$ cat config.mk
export PLATFORM = sky130hd
export DESIGN_NAME = cache_id_ras_sysregs
export DESIGN_NICKNAME = d
export VERILOG_FILES = /design/src/cache_id_ras_pkg.sv /design/src/cache_id_ras_sysregs.sv
export VERILOG_INCLUDE_DIRS = /design/src
export SDC_FILE = /design/constraint.sdc
export NUM_CORES = 1
export LEC_CHECK = 0
export BUFFER_PORTS_ARGS = -buffer_cell sky130_fd_sc_hd__buf_2
export CAP_MARGIN = 40
export CORE_AREA = 4 4 208 210
export DETAILED_ROUTE_END_ITERATION = 8
export DIE_AREA = 0 0 212 214
export PLACE_DENSITY_LB_ADDON = 0.25
export SKIP_CTS_REPAIR_TIMING = 1
export SYNTH_ARGS = -nofsm -noshare
export SYNTH_HDL_FRONTEND = slang
export SYNTH_SLANG_ARGS = --single-unit
$ cat constraint.sdc
create_clock -name aclk -period 2.2 [get_ports aclk]
set_input_delay 0.66 -clock aclk [delete_from_list [all_inputs] [get_ports aclk]]
set_output_delay 0.66 -clock aclk [all_outputs]
set_load 0.01 [all_outputs]
$ cat src/cache_id_ras_defs.svh
// Offsets, field positions, fixed values and masks of the cache id / RAS register bank.
// Assumes a 32-bit AXI4-Lite register window with byte addresses.
`ifndef CACHE_ID_RAS_DEFS_SVH
`define CACHE_ID_RAS_DEFS_SVH

// ************************************************************
// Register byte offsets
// ************************************************************
`define OFS_CACHE_TYPE   6'h00
`define OFS_ZERO_BLOCK   6'h04
`define OFS_DES_LO       6'h08
`define OFS_DES_HI       6'h0c
`define OFS_REC_COUNT    6'h10
`define OFS_PICK_LO      6'h14
`define OFS_PICK_HI      6'h18
`define OFS_ADDR_VIEW_LO 6'h20
`define OFS_ADDR_VIEW_HI 6'h24
`define OFS_CTRL_VIEW_LO 6'h28
`define OFS_CTRL_VIEW_HI 6'h2c
`define OFS_FEAT_VIEW_LO 6'h30
`define OFS_FEAT_VIEW_HI 6'h34

// ************************************************************
// Field values and positions
// ************************************************************
`define LOG2_16_WORDS    4'h4
`define L1I_PIPT         2'h3
`define FSC_ASYNC_SERR   6'h11
`define DES_FLAG_BIT     31
`define DES_WMASK        32'h80001c3f
`define REC_COUNT_ONE    16'h0001
`define REC_COUNT_TWO    16'h0002
`define PICK_RESET       1'b0

// ************************************************************
// Bus answers
// ************************************************************
`define RESP_OKAY        2'h0
`define RESP_SLVERR      2'h2

`endif

$ cat src/cache_id_ras_pkg.sv
// Types shared by the cache id / RAS register bank.
// Assumes nothing of its surroundings.
package cache_id_ras_pkg;

  // Which register of an error record a forwarded write names
  typedef enum logic [1:0] {
    REC_ADDR = 2'b00,
    REC_CTRL = 2'b01,
    REC_FEAT = 2'b10
  } rec_reg_t;

endpackage : cache_id_ras_pkg

$ cat src/cache_id_ras_sysregs.sv
// Cache identification and RAS error-record system registers behind an AXI4-Lite slave.
// Assumes one clock, synchronous inputs, and error records kept outside this block.
`timescale 1ns/100ps
`default_nettype none
`include "cache_id_ras_defs.svh"

module cache_id_ras_sysregs
  import cache_id_ras_pkg::*;
#(
  parameter bit SHARED_UNIT_PRESENT = 1'b1,
  parameter bit ICACHE_HW_COHERENT = 1'b1,
  parameter int ADDR_W = 6
)(
  input wire logic aclk,                    // Core clock, 40 MHz
  input wire logic aresetn,                 // Warm reset, sync, active low
  input wire logic cold_resetn,             // Cold reset, sync, active low
  input wire logic ce,                      // Clock enable, freezes all state
  input wire logic [ADDR_W-1:0] awaddr,     // Write address
  input wire logic [2:0] awprot,            // Unused protection
  input wire logic awvalid,                 // Write address valid
  output logic awready,                     // Write address ready
  input wire logic [31:0] wdata,            // Write data
  input wire logic [3:0] wstrb,             // Write byte strobes
  input wire logic wvalid,                  // Write data valid
  output logic wready,                      // Write data ready
  output logic [1:0] bresp,                 // Write response
  output logic bvalid,                      // Write response valid
  input wire logic bready,                  // Write response ready
  input wire logic [ADDR_W-1:0] araddr,     // Read address
  input wire logic [2:0] arprot,            // Unused protection
  input wire logic arvalid,                 // Read address valid
  output logic arready,                     // Read address ready
  output logic [31:0] rdata,                // Read data
  output logic [1:0] rresp,                 // Read response
  output logic rvalid,                      // Read data valid
  input wire logic rready,                  // Read data ready
  input wire logic broadcast_maint_pou_pin, // Broadcast maintenance level
  input wire logic esb_defer,               // Barrier deferred an error, pulse
  input wire logic [2:0] esb_error_kind,    // Core state of that error
  input wire logic [63:0] core_addr_in,     // Core record address register
  input wire logic [63:0] core_ctrl_in,     // Core record control register
  input wire logic [63:0] core_feat_in,     // Core record feature register
  input wire logic [63:0] shared_addr_in,   // Shared record address register
  input wire logic [63:0] shared_ctrl_in,   // Shared record control register
  input wire logic [63:0] shared_feat_in,   // Shared record feature register
  output logic core_rec_wr,                 // Write pulse to core record
  output logic shared_rec_wr,               // Write pulse to shared record
  output var rec_reg_t rec_wreg,            // Which record register is written
  output logic rec_whi,                     // Upper word when high
  output logic [31:0] rec_wdata,            // Forwarded write data
  output logic [3:0] rec_wstrb              // Forwarded byte strobes
);

  // ************************************************************
  // Parameter checks
  // ************************************************************
  // The map reaches offset 0x34, so six address bits are the least
  if (ADDR_W < 6) begin : g_bad_addr_w
    $error("ADDR_W must be at least 6");
  end

  // ************************************************************
  // Bus holding registers
  // ************************************************************
  logic aw_held_r;
  logic [5:0] aw_addr_r;
  logic w_held_r;
  logic [31:0] w_data_r;
  logic [3:0] w_strb_r;
  logic bvalid_r;
  logic [1:0] bresp_r;
  logic rvalid_r;
  logic [1:0] rresp_r;
  logic [31:0] rdata_r;

  // Handshakes are gated by ce so a frozen block takes nothing
  wire aw_hs = awvalid && awready;
  wire w_hs = wvalid && wready;
  wire ar_hs = arvalid && arready;
  wire wr_go = ce && aw_held_r && w_held_r && !bvalid_r;
  assign awready = ce && !aw_held_r && !bvalid_r;
  assign wready = ce && !w_held_r && !bvalid_r;
  assign arready = ce && !rvalid_r;
  assign bvalid = bvalid_r;
  assign bresp = bresp_r;
  assign rvalid = rvalid_r;
  assign rresp = rresp_r;
  assign rdata = rdata_r;

  // ************************************************************
  // Register state
  // ************************************************************
  logic [31:0] des_r;
  logic [31:0] des_nxt;
  logic pick_r;
  logic pick_nxt;

  // Identification words, fixed except cache type bit 28, the inverted pin
  wire [31:0] cache_type_val = {1'b1, 1'b0,
                                ICACHE_HW_COHERENT,
                                ~broadcast_maint_pou_pin,
                                `LOG2_16_WORDS,
                                `LOG2_16_WORDS,
                                `LOG2_16_WORDS,
                                `L1I_PIPT,
                                10'h000,
                                `LOG2_16_WORDS};
  wire [31:0] zero_block_val = {28'h0000000, `LOG2_16_WORDS};
  wire [31:0] rec_count_val = {16'h0000, SHARED_UNIT_PRESENT ? `REC_COUNT_TWO : `REC_COUNT_ONE};

  // Without a shared unit, record 1 is absent
  wire pick_absent = pick_r && !SHARED_UNIT_PRESENT;
  wire [63:0] addr_view = pick_absent ? 64'h0 : (pick_r ? shared_addr_in : core_addr_in);
  wire [63:0] ctrl_view = pick_absent ? 64'h0 : (pick_r ? shared_ctrl_in : core_ctrl_in);
  wire [63:0] feat_view = pick_absent ? 64'h0 : (pick_r ? shared_feat_in : core_feat_in);

  // ************************************************************
  // Read decode
  // ************************************************************
  logic [31:0] rd_val;
  logic rd_hit;
  wire [5:0] ra = araddr[5:0];

  // Word-aligned decode of the low six address bits; any other offset answers SLVERR
  always_comb
  begin
    rd_hit = 1'b1;
    rd_val = 32'h00000000;
    if (ra == `OFS_CACHE_TYPE)
      rd_val = cache_type_val;
    else if (ra == `OFS_ZERO_BLOCK)
      rd_val = zero_block_val;
    else if (ra == `OFS_DES_LO)
      rd_val = des_r;
    else if (ra == `OFS_DES_HI)
      rd_val = 32'h00000000;
    else if (ra == `OFS_REC_COUNT)
      rd_val = rec_count_val;
    else if (ra == `OFS_PICK_LO)
      rd_val = {31'h00000000, pick_r};
    else if (ra == `OFS_PICK_HI)
      rd_val = 32'h00000000;
    else if (ra == `OFS_ADDR_VIEW_LO)
      rd_val = addr_view[31:0];
    else if (ra == `OFS_ADDR_VIEW_HI)
      rd_val = addr_view[63:32];
    else if (ra == `OFS_CTRL_VIEW_LO)
      rd_val = ctrl_view[31:0];
    else if (ra == `OFS_CTRL_VIEW_HI)
      rd_val = ctrl_view[63:32];
    else if (ra == `OFS_FEAT_VIEW_LO)
      rd_val = feat_view[31:0];
    else if (ra == `OFS_FEAT_VIEW_HI)
      rd_val = feat_view[63:32];
    else
      rd_hit = 1'b0;
  end

  // ************************************************************
  // Write decode
  // ************************************************************
  wire [31:0] strb_mask = {{8{w_strb_r[3]}}, {8{w_strb_r[2]}}, {8{w_strb_r[1]}}, {8{w_strb_r[0]}}};
  wire wa_ro = (aw_addr_r == `OFS_CACHE_TYPE) || (aw_addr_r == `OFS_ZERO_BLOCK) ||
               (aw_addr_r == `OFS_REC_COUNT);
  wire wa_rw = (aw_addr_r == `OFS_DES_LO) || (aw_addr_r == `OFS_DES_HI) ||
               (aw_addr_r == `OFS_PICK_LO) || (aw_addr_r == `OFS_PICK_HI);
  wire wa_view_lo = (aw_addr_r == `OFS_ADDR_VIEW_LO) || (aw_addr_r == `OFS_CTRL_VIEW_LO) ||
                    (aw_addr_r == `OFS_FEAT_VIEW_LO);
  wire wa_view_hi = (aw_addr_r == `OFS_ADDR_VIEW_HI) || (aw_addr_r == `OFS_CTRL_VIEW_HI) ||
                    (aw_addr_r == `OFS_FEAT_VIEW_HI);
  wire wa_view = wa_view_lo || wa_view_hi;
  wire wa_hit = wa_ro || wa_rw || wa_view;
  wire [3:0] wa_word = aw_addr_r[5:2];
  wire rec_is_addr = (wa_word == 4'h8) || (wa_word == 4'h9);
  wire rec_is_ctrl = (wa_word == 4'ha) || (wa_word == 4'hb);
  wire rec_pick_wr = wr_go && wa_view && !pick_absent;
  wire des_wr = wr_go && (aw_addr_r == `OFS_DES_LO);
  wire pick_wr = wr_go && (aw_addr_r == `OFS_PICK_LO) && w_strb_r[0];

  // Deferred error status: software write, then the hardware set wins
  wire [31:0] des_m = strb_mask & `DES_WMASK;
  always_comb
  begin
    des_nxt = des_r;
    if (des_wr)
      des_nxt = (des_r & ~des_m) | (w_data_r & des_m);
    if (esb_defer)
    begin
      des_nxt[`DES_FLAG_BIT] = 1'b1;
      des_nxt[12:10] = esb_error_kind;
      des_nxt[5:0] = `FSC_ASYNC_SERR;
    end
  end

  // Only bit 0 of the select register is stored
  assign pick_nxt = pick_wr ? w_data_r[0] : pick_r;

  // ************************************************************
  // Write channel
  // ************************************************************
  // Address and data are held separately so either may arrive first
  always_ff @(posedge aclk)
  begin
    if (!aresetn)
    begin
      aw_held_r <= 1'b0;
      aw_addr_r <= 6'h00;
      w_held_r <= 1'b0;
      w_data_r <= 32'h00000000;
      w_strb_r <= 4'h0;
      bvalid_r <= 1'b0;
      bresp_r <= `RESP_OKAY;
    end
    else if (ce)
    begin
      if (aw_hs)
      begin
        aw_held_r <= 1'b1;
        aw_addr_r <= awaddr[5:0];
      end
      if (w_hs)
      begin
        w_held_r <= 1'b1;
        w_data_r <= wdata;
        w_strb_r <= wstrb;
      end
      if (wr_go)
      begin
        aw_held_r <= 1'b0;
        w_held_r <= 1'b0;
        bvalid_r <= 1'b1;
        bresp_r <= (wa_hit && aw_addr_r[1:0] == 2'b00) ? `RESP_OKAY : `RESP_SLVERR;
      end
      else if (bvalid_r && bready)
        bvalid_r <= 1'b0;
    end
  end

  // ************************************************************
  // Read channel
  // ************************************************************
  always_ff @(posedge aclk)
  begin
    if (!aresetn)
    begin
      rvalid_r <= 1'b0;
      rresp_r <= `RESP_OKAY;
      rdata_r <= 32'h00000000;
    end
    else if (ce)
    begin
      if (ar_hs)
      begin
        rvalid_r <= 1'b1;
        rresp_r <= (rd_hit && ra[1:0] == 2'b00) ? `RESP_OKAY : `RESP_SLVERR;
        rdata_r <= rd_val;
      end
      else if (rvalid_r && rready)
        rvalid_r <= 1'b0;
    end
  end

  // ************************************************************
  // Stored registers
  // ************************************************************
  // Deferred error status clears on warm reset
  always_ff @(posedge aclk)
  begin
    if (!aresetn)
      des_r <= 32'h00000000;
    else if (ce)
      des_r <= des_nxt;
  end

  // Select keeps its value through warm reset; cold reset alone clears it
  always_ff @(posedge aclk)
  begin
    if (!cold_resetn)
      pick_r <= `PICK_RESET;
    else if (ce && aresetn)
      pick_r <= pick_nxt;
  end

  // ************************************************************
  // Forwarded record writes
  // ************************************************************
  // Registered one-cycle pulse, steered by the select bit
  always_ff @(posedge aclk)
  begin
    if (!aresetn)
    begin
      core_rec_wr <= 1'b0;
      shared_rec_wr <= 1'b0;
      rec_wreg <= REC_ADDR;
      rec_whi <= 1'b0;
      rec_wdata <= 32'h00000000;
      rec_wstrb <= 4'h0;
    end
    else if (ce)
    begin
      core_rec_wr <= rec_pick_wr && !pick_r;
      shared_rec_wr <= rec_pick_wr && pick_r;
      if (rec_pick_wr)
      begin
        rec_wreg <= rec_is_addr ? REC_ADDR : (rec_is_ctrl ? REC_CTRL : REC_FEAT);
        rec_whi <= wa_view_hi;
        rec_wdata <= w_data_r;
        rec_wstrb <= w_strb_r;
      end
    end
  end

  wire rd_ctr = ce && ar_hs && ra == `OFS_CACHE_TYPE;
  wire rd_feat0 = ce && ar_hs && ra == `OFS_FEAT_VIEW_LO && !pick_r;
endmodule : cache_id_ras_sysregs
`default_nettype wire

==> Word level (Yosys, flattened, before mapping) <==
Index checks and enable logic that the tools add are counted.
{ "word_totals": {"ram_bits": 0, "latch_bits": 0, "wordCells": 159, "reg_bits": 156, "romBits": 0, "mem_count": 0} }
{ "op_classes": {"mux": 45, "add_sub_neg": 0, "n_reduce_logical": 62, "n_div": 0, "shifts": 0, "order_cmp": 0, "multipliers": 0, "n_bitwise": 5, "eq_ne": 28} }
{ "ops": {"columns": ["op", "n"], "rows": [
  ["2-to-1 mux 32 bit", 14],
  ["2-to-1 mux 64 bit", 3],
  ["equality test 6 bit (second input constant)", 12],
  ["bitwise AND 32 bit", 2],
  ["equality test 6 x 5 -> 1 bit (second input constant)", 6],
  ["inverter 32 bit", 1],
  ["OR 32 bit", 1],
  ["equality test 6 x 4 -> 1 bit (second input constant)", 4],
  ["AND reduction 2 bit", 12],
  ["logical AND 1 bit", 22],
  ["2-to-1 mux 1 bit", 22],
  ["equality test 4 bit (second input constant)", 4],
  ["logical OR 1 bit", 14],
  ["equality test 6 x 3 -> 1 bit (second input constant)", 2],
  ["logical NOT 6 bit", 2],
  ["nonzero test 2 bit", 5],
  ["2-to-1 mux 2 bit", 4],
  ["2-to-1 mux 6 bit", 1],
  ["logical NOT 1 bit", 5],
  ["logical NOT 2 bit", 2],
  ["2-to-1 mux 3 bit", 1],
  ["inverter 1 bit", 1]
]} }

==> Depth between registers and ports, before layout <==
Gate-level depths: netlist (run 1).
{ "depth": {"ltp_word": 16, "mapped_depth": 8, "depth_no_buf": 5} }

==> Worst setup path before layout (run 1) <==
Ideal clock, no wire load.
{ "synth_timing": {"path_type": "input-to-reg", "startpoint": "input port araddr[1]", "endpoint": "register rdata_r[27], in the netlist rdata[27]", "path_slack_ns": 0.081, "t_required_ns": 2.083, "stages": 5, "path_buffers": 1, "arrival_time_ns": 2.002, "setup_time_ns": 0.117, "path_cell_list": "buf_6 -> nor4b_4 -> o221ai_2 -> a31o_1 -> a32o_1"} }
{ "synth_via": {"elab_chain_cells": 14, "word_cells_on_any_way": 26, "cone_classes": "eq/ne: 12; mux: 13; reduce/logical: 1"} }
{ "synth_rtl": {"columns": ["item", "line_no", "text"], "rows": [
  ["start: declaration", "cache_id_ras_sysregs.sv:29", "input wire logic [ADDR_W-1:0] araddr,"],
  ["equality test 6 bit (no line)", null, null],
  ["2-to-1 mux 32 bit", "cache_id_ras_sysregs.sv:153", "else if (ra == `OFS_FEAT_VIEW_HI)"],
  ["2-to-1 mux 32 bit", "cache_id_ras_sysregs.sv:151", "else if (ra == `OFS_FEAT_VIEW_LO)"],
  ["2-to-1 mux 32 bit", "cache_id_ras_sysregs.sv:149", "else if (ra == `OFS_CTRL_VIEW_HI)"],
  ["2-to-1 mux 32 bit", "cache_id_ras_sysregs.sv:147", "else if (ra == `OFS_CTRL_VIEW_LO)"],
  ["2-to-1 mux 32 bit", "cache_id_ras_sysregs.sv:145", "else if (ra == `OFS_ADDR_VIEW_HI)"],
  ["2-to-1 mux 32 bit", "cache_id_ras_sysregs.sv:143", "else if (ra == `OFS_ADDR_VIEW_LO)"],
  ["2-to-1 mux 32 bit", "cache_id_ras_sysregs.sv:141", "else if (ra == `OFS_PICK_HI)"],
  ["2-to-1 mux 32 bit", "cache_id_ras_sysregs.sv:139", "else if (ra == `OFS_PICK_LO)"],
  ["2-to-1 mux 32 bit", "cache_id_ras_sysregs.sv:137", "else if (ra == `OFS_REC_COUNT)"],
  ["2-to-1 mux 32 bit", "cache_id_ras_sysregs.sv:135", "else if (ra == `OFS_DES_HI)"],
  ["2-to-1 mux 32 bit", "cache_id_ras_sysregs.sv:133", "else if (ra == `OFS_DES_LO)"],
  ["2-to-1 mux 32 bit", "cache_id_ras_sysregs.sv:131", "else if (ra == `OFS_ZERO_BLOCK)"],
  ["2-to-1 mux 32 bit (*)", "cache_id_ras_sysregs.sv:129", "if (ra == `OFS_CACHE_TYPE)"],
  ["end signal: assignment", "cache_id_ras_sysregs.sv:256", "rdata_r <= rd_val;"],
  ["end: declaration", "cache_id_ras_sysregs.sv:74", "logic [31:0] rdata_r;"]
]} }
Mark *: on every way between the ends. The rest lies on a longest branch, timed or not.
A chain may end at the register's enable or synchronous reset.

==> Final worst setup path (run 1) <==
{ "layout_timing": {"startpoint": "register pick_r", "endpoint": "register rdata_r[21], in the netlist rdata[21]"} }
{ "layout_via": {"elab_chain_cells": 14, "word_cells_on_any_way": 16, "cone_classes": "mux: 16"} }
{ "layout_rtl": {"columns": ["item", "line_no", "text"], "rows": [
  ["start: declaration", "cache_id_ras_sysregs.sv:95", "logic pick_r;"],
  ["start signal: assignment", "cache_id_ras_sysregs.sv:279", "pick_r <= `PICK_RESET;"],
  ["start signal: assignment", "cache_id_ras_sysregs.sv:281", "pick_r <= pick_nxt;"],
  ["2-to-1 mux 64 bit", "cache_id_ras_sysregs.sv:115", "wire [63:0] feat_view = pick_absent ? 64'h0 : (pick_r ? shared_feat_in : core_feat_in);"],
  ["2-to-1 mux 32 bit", "cache_id_ras_sysregs.sv:153", null],
  ["2-to-1 mux 32 bit", "cache_id_ras_sysregs.sv:151", null],
  ["2-to-1 mux 32 bit", "cache_id_ras_sysregs.sv:149", null],
  ["2-to-1 mux 32 bit", "cache_id_ras_sysregs.sv:147", null],
  ["2-to-1 mux 32 bit", "cache_id_ras_sysregs.sv:145", null],
  ["2-to-1 mux 32 bit (*)", "cache_id_ras_sysregs.sv:143", null],
  ["2-to-1 mux 32 bit (*)", "cache_id_ras_sysregs.sv:141", null],
  ["2-to-1 mux 32 bit (*)", "cache_id_ras_sysregs.sv:139", null],
  ["2-to-1 mux 32 bit (*)", "cache_id_ras_sysregs.sv:137", null],
  ["2-to-1 mux 32 bit (*)", "cache_id_ras_sysregs.sv:135", null],
  ["2-to-1 mux 32 bit (*)", "cache_id_ras_sysregs.sv:133", null],
  ["2-to-1 mux 32 bit (*)", "cache_id_ras_sysregs.sv:131", null],
  ["2-to-1 mux 32 bit (*)", "cache_id_ras_sysregs.sv:129", null]
]} }
Marks and branches as above.

==> reports/results.ini, run 1 <==
[yosys]
synth_ff_type = dfxtp_1
syn_inst = 1017
async_flop_share = 0
synth_xor_area_frac = 0.00101
synth.distinct_cells = 70
synth_edf_count = 0
yosysSeqAreaShare = 0.303
ys_top_cells_by_area = dfxtp_1, mux2i_1, nand2_1, a21boi_0, mux4_2
ys_ff_latch = 132
synthesis.area_um2 = 8710
avgSynthCellArea_um2 = 8.57
synth_compound_area_frac = 0.239
synth_simple_gate_area_frac = 0.160
synth_area_leader_cell = dfxtp_1
synth_top_family_by_area = compound AO/OA/AOI/OAI gates
synth.area.mux_share = 0.238
ys_warn_count = 0
synth_fa_ha_area_frac = 0
synth_top_area_frac = 0.303

[setup_path]
worstPathArrival_ns = 2.44
worst_r2r_endpoint = rdata[21]$_SDFFE_PN0P_
cp.required_ns = 2.50
reg2reg_depth = 6
crit_start = pick_r$_SDFFE_PN0P_
ff2ff_setup_slack_ns = 0.06
path_class = reg2reg
r2r_start = pick_r$_SDFFE_PN0P_
slowest_delay_ns = 0.62
path_buf_inv = 1
worstPathCellList = buf_4, mux4_2, o22ai_1, nor2_1, o21ai_0, a21boi_1
worstSetupEndpoint = rdata[21]$_SDFFE_PN0P_
end_kind = register
cpLargestDelayFamily = flip-flops
slowest_stage = dfxtp_4
path_depth = 6
cp-start-kind = register
cp_max_fo = 23

[clock_network]
numCtsBuffers = 17
cts.reportedPaths.clkPinSlew_ns = 0.06
root_buffer = clkbuf_16
clock_sinks = 132
clk_path_buf_depth = 2
cts_tree = done
clk-insertion-delay-late_ns = 0.43
h-tree-depth = 4

[floorplanning]
start_util = 0.210
boundaryPins = 534
fp.coreArea_um2 = 41600
dieArea_um2 = 45400
rows = 75
die_w_um = 212
die_height_um = 214

[sta]
clock_skew_ns = 0.0106
maxSlewHeadroom = 0.642
fmaxAchievable_ghz = 0.468
tightest_slew_ns = 0.532
slew_viol_final = 0
fin_crit_ns = 2.14
setup_tns_ns = 0
hold_viol = 0
period_share = 0.972
finalSetupViolations = 0

[pwr]
p_leak_nw = 5.61
internal_power_w = 0.00508
power.density_nw_per_um2 = 517
switching_share = 0.259
p_seq_frac = 0.366
peakVddDrop_mv = 0.510
p_sw_w = 0.00177
p_clk_frac = 0.459
p_comb_frac = 0.175

[detailed_routing]
avgRoutedWirePerCell_um = 24.1
avgViaCountPerCell = 4.78
drtIter0Drc = 571
vias = 10269
first_pass_iters = 5
drc = 0
wl_um = 51700
drt.antenna.violating_nets = 0

[finish]
layout_commonest_cell = buf_2
fill_cells = 4487
utilization = 0.319
nNetsFinal = 2027
stdcell_count = 2148
area_delta_synth_final_pct = 52.1
final_layout_size_suffix_gt1_frac = 0.456
final_cell_mix = buf_2, nand2_1, mux2i_1, dfxtp_1, buf_4

[placed_design]
dp_hpwl_um = 43700
gp_congestion = 0.936
dp.cells = 2095
port_buffers = 525

[global_routing]
overflow = 0
grt_pass1_wl_um = 71800
first_global_vias = 10416
antenna_found_initial = 47
grt_max_degree = 86
track_usage = 0.216

[flow_run]
cap_violations = 0

[outcome]
status = finished, final reports clean

[min_path]
hp-class = reg2reg

-- per-stage QoR --
step	setup slack, ns	cell area, µm²	total power, W	hold slack (ns)
floorplan	0.0810	8710	0.00304	0.431
detailed placement	-0.0591	12600	0.00376	0.444
global placement	-0.0561	12600	0.00375	0.434
global route	-0.00442	13200	0.00716	0.440
CTS	0.0766	13200	0.00697	0.423
finish	0.0621	13200	0.00685	0.449
-- routing by layer --
layer / vias to the layer above / GRT usage / share of wire
li1: 4855 / - / -
met1: 4863 / 0.247 / 0.38
met2: 432 / 0.369 / 0.49
met3: 101 / 0.0751 / 0.092
met4: 18 / 0.0836 / 0.030
met5: - / 0 / 0.0025
-- tightest hold or removal path: cells and delay by family, from the launching register on --
family | cells | cell delay [ns]
compound gates | 1 | 0.05
simple gates | 1 | 0.05
flops | 1 | 0.30
-- cell type report --
class	count	area (µm²)	area share
flip-flops and latches	132	2650	0.200
well taps	539	674	0.0509
diodes	22	55.1	0.00416
multi-input cells	793	5570	0.421
clock buffers	21	472	0.0356
repair buffers	626	3640	0.275
inverters	5	18.8	0.00142
clock inverters	10	170	0.0128
-- cells by family after synthesis --
| group | Yosys count |
|---|---|
| AOI/OAI and AO/OA | 308 |
| and+or+nand+nor | 302 |
| muxes | 180 |
| DFF | 132 |
| buffers and inverters | 93 |
| xor gates and xnor gates | 1 |
| other | 1 |
-- cells in the mapped netlist (3+ instances only) --
library cell	instances
mux2i_1	133
nand2b_1	4
a31oi_1	4
and2_1	5
nor2_1	34
a21oi_1	42
a211oi_1	9
mux2_2	28
a221oi_1	9
o21ai_0	40
mux4_2	19
o21ai_1	12
o22ai_1	51
inv_1	4
nand4_1	3
nand2_1	190
buf_4	19
a21boi_1	36
buf_2	23
o211ai_1	7
o221ai_1	4
o2111ai_1	3
nand3_1	13
nor2b_1	28
o31ai_1	7
clkbuf_1	36
dfxtp_1	132
buf_6	8
a21boi_0	59
-- power groups by stage --
stage	combinational (W)	clock, W	sequential [W]
detailed placement	0.00120	0	0.00256
finish	0.00120	0.00315	0.00251
CTS	0.00121	0.00325	0.00251
global placement	0.00119	0	0.00256
global route	0.00130	0.00335	0.00252
floorplan	0.000482	0	0.00256
-- registers in the layout, summed over array words and instances, names as in the netlist, 2 cells and up, named ones only --
signal,cells
aw_addr_r,6
des_r,7
rdata,32
rec_wdata,32
rec_wreg,2
rec_wstrb,4
w_data_r,32
w_strb_r,4
-- how the worst min path moves through the flow --
stage	to	startpoint	cells after the start
floorplan	rec_wdata[13]$_SDFFE_PN0P_	w_data_r[13]$_SDFFE_PN0P_	2
global placement	rec_wdata[21]$_SDFFE_PN0P_	w_data_r[21]$_SDFFE_PN0P_	2
detailed placement	rdata[13]$_SDFFE_PN0P_	rdata[13]$_SDFFE_PN0P_	2
CTS	pick_r$_SDFFE_PN0P_	cold_resetn	2
global route	pick_r$_SDFFE_PN0P_	cold_resetn	2
finish	rec_wdata[19]$_SDFFE_PN0P_	w_data_r[19]$_SDFFE_PN0P_	2
Note: power is estimated with default switching activity, not from simulation.
==> run 2, diff against run 1 <==
--- a/config.mk
+++ b/config.mk
@@ -6,12 +6,14 @@
 export SDC_FILE = /design/constraint.sdc
 export NUM_CORES = 1
 export LEC_CHECK = 0
+export ABC_AREA = 1
 export BUFFER_PORTS_ARGS = -buffer_cell sky130_fd_sc_hd__buf_2
 export CAP_MARGIN = 40
-export CORE_AREA = 4 4 208 210
+export CORE_AREA = 4 4 205 207
 export DETAILED_ROUTE_END_ITERATION = 8
-export DIE_AREA = 0 0 212 214
+export DIE_AREA = 0 0 209 211
 export PLACE_DENSITY_LB_ADDON = 0.25
+export RECOVER_POWER = 50
 export SKIP_CTS_REPAIR_TIMING = 1
 export SYNTH_ARGS = -nofsm -noshare
 export SYNTH_HDL_FRONTEND = slang
==> run 2 against run 1 <==
Compared with the run above: synthesized cell count increased by 41%; largest power group unchanged; core utilization is essentially flat; final area decreased by 3.0%; sequential power about the same; fmax up 4.7%; routed wire length decreased by 0.45%; non-clock buffer count up 4; count of clock-buffer cells in the layout down 3; critical endpoint is now wready; via count grew 15%.
==> reports/results.ini, run 2 <==
[outcome]
status = finished, final reports clean

[setup_path]
end_kind = primary output
r2r_start = pick_r$_SDFFE_PN0P_
reg2reg_depth = 12
path_class = in2out
cp-start-kind = input pin
slowest_delay_ns = 0.17
cp.required_ns = 1.54
worst_r2r_endpoint = rdata[10]$_SDFFE_PN0P_
worstPathCellList = clkbuf_1, inv_2, nor2_4, inv_1, nor2_1, buf_2
ff2ff_setup_slack_ns = 0.22
cp_max_fo = 5
slowest_stage = buf_2
worstPathArrival_ns = 1.38

[pwr]
power.density_nw_per_um2 = 514
p_seq_frac = 0.383
switching_share = 0.273
p_comb_frac = 0.164
p_clk_frac = 0.454
p_leak_nw = 6.07
p_total_w = 0.00661
p_sw_w = 0.00180
peakVddDrop_mv = 0.388
internal_power_w = 0.00480

[yosys]
synthesis.area_um2 = 8450
synth_area_leader_cell = dfxtp_1
yosysSeqAreaShare = 0.313
ys_warn_count = 0
synthTopCellsByCount = nor2_1, nand2_1, o21ai_0
avgSynthCellArea_um2 = 5.90
synth_most_common_cell = nor2_1
synth.distinct_cells = 36
ys_ff_latch = 132
synth_edf_count = 0
synth_ff_type = dfxtp_1
syn_inst = 1433
ys_top_cells_by_area = dfxtp_1, nor2_1, nand2_1, o21ai_0, a21oi_1
synth_top_area_frac = 0.313
async_flop_share = 0

[floorplanning]
start_util = 0.209
boundaryPins = 534
dieArea_um2 = 44100
die_w_um = 209
rows = 74
die_height_um = 211
fp.coreArea_um2 = 40400

[clock_network]
root_buffer = clkbuf_16
cts_tree = done
h-tree-depth = 4
clk-insertion-delay-late_ns = 0.42
cts.reportedPaths.clkPinSlew_ns = 0.06
clk_path_buf_depth = 2
numCtsBuffers = 17
clock_sinks = 132

[global_routing]
overflow = 0
grt_max_degree = 47
first_global_vias = 11667
antenna_found_initial = 30
grt_pass1_wl_um = 73600
track_usage = 0.220

[sta]
fin_ws_ns = 0.157
tightest_slew_ns = 1.11
slew_viol_final = 0
clock_skew_ns = 0.0133
finalSetupViolations = 0
period_share = 0.929
hold_ws_ns = 0.467
fmaxAchievable_ghz = 0.490
rsz0062_at_grt = false
hold_viol = 0
fin_crit_ns = 2.04
maxSlewHeadroom = 0.257

[detailed_routing]
avgRoutedWirePerCell_um = 20.2
vias = 11812
first_pass_iters = 5
drc = 0
wl_um = 51500
avgViaCountPerCell = 4.63
drt.antenna.violating_nets = 0
drtIter0Drc = 970

[placed_design]
gp_congestion = 0.970
port_buffers = 525
dpl_worst_slack_ns = -0.330
dp_hpwl_um = 42400

[finish]
final_layout_size_suffix_gt1_frac = 0.316
layout_commonest_cell = buf_2
nNetsFinal = 2433
fill_cells = 4692
utilization = 0.318
area_delta_synth_final_pct = 52.1
final_cell_mix = buf_2, nor2_1, nand2_1, o21ai_0, a21oi_1

[flow_run]
cap_violations = 0

[min_path]
whs_endpoint = rdata[11]$_SDFFE_PN0P_
hp-class = reg2reg
hold_start = rdata[11]$_SDFFE_PN0P_
hold_path_depth = 2

run 2: cell count changes in the layout (fill, tap and decap cells not counted), sizes merged, moves of 94 or more:
| cell | previous run | this run |
|---|---|---|
| o21ai | 53 | 175 |
| nor2 | 36 | 372 |
| mux2i | 133 | 5 |
| nand2 | 194 | 329 |
| a21oi | 44 | 138 |
| a21boi | 95 | 0 |
run 2: worst max path at each step:
stage,start,to,slack (ns),cells after the start
finish,ce,wready,0.16,6
global route,ce,awready,0.04,6
CTS,pick_r$_SDFFE_PN0P_,rdata[7]$_SDFFE_PN0P_,0.05,7
detailed placement,araddr[4],rdata[7]$_SDFFE_PN0P_,-0.33,10
global placement,araddr[1],rdata[7]$_SDFFE_PN0P_,-0.32,9
floorplan,araddr[1],rdata[3]$_SDFFE_PN0P_,0.38,9
run 2: power by group through the flow:
| stage | Combinational (W) | Sequential (W) | Clock, W |
|---|---|---|---|
| final | 0.00108 | 0.00253 | 0.00300 |
| after global routing | 0.00120 | 0.00254 | 0.00320 |
| after CTS | 0.00110 | 0.00253 | 0.00309 |
| after detailed placement | 0.00109 | 0.00258 | 0 |
| after global placement | 0.00109 | 0.00258 | 0 |
| after floorplan | 0.000398 | 0.00258 | 0 |
run 2: routing by layer:
layer	GRT usage	vias up	wire, µm
met2	0.368	451	25100
met3	0.0374	58	2920
met1	0.283	5466	22200
li1	-	5833	-
met5	0	-	27
met4	0.0880	4	1310
run 2: cells by family after synthesis:
family                 share of synthesized area
other                                   0.000444
AOI/OAI and AO/OA                          0.231
buffers and inverters                     0.0728
DFF                                        0.313
and+or+nand+nor                            0.377
muxes                                    0.00592
run 2: per-stage QoR:
step	instance area, µm²	std cells	setup TNS (ns)
2_1_floorplan	8460	1434	0
3_3_place_gp	12300	2494	-1.15
3_5_place_dp	12300	2494	-1.57
4_1_cts	12900	2526	0
5_1_grt	12800	2546	0
6_report	12900	2550	0
run 2: layout make-up:
type                    count  area, µm²  area share
repair buffers            630       3510       0.273
clock inverters            14        174      0.0135
well taps                 532        666      0.0518
flip-flops and latches    132       2650       0.206
clock buffers              18        439      0.0342
diodes                     24       60.1     0.00467
multi-input cells        1157       5200       0.404
inverters                  43        166      0.0129
run 2: critical path: cells and delay by family:
family	cells	cell delay, ns
AND/OR/NAND/NOR	2	0.26
buffers and inverters	4	0.45
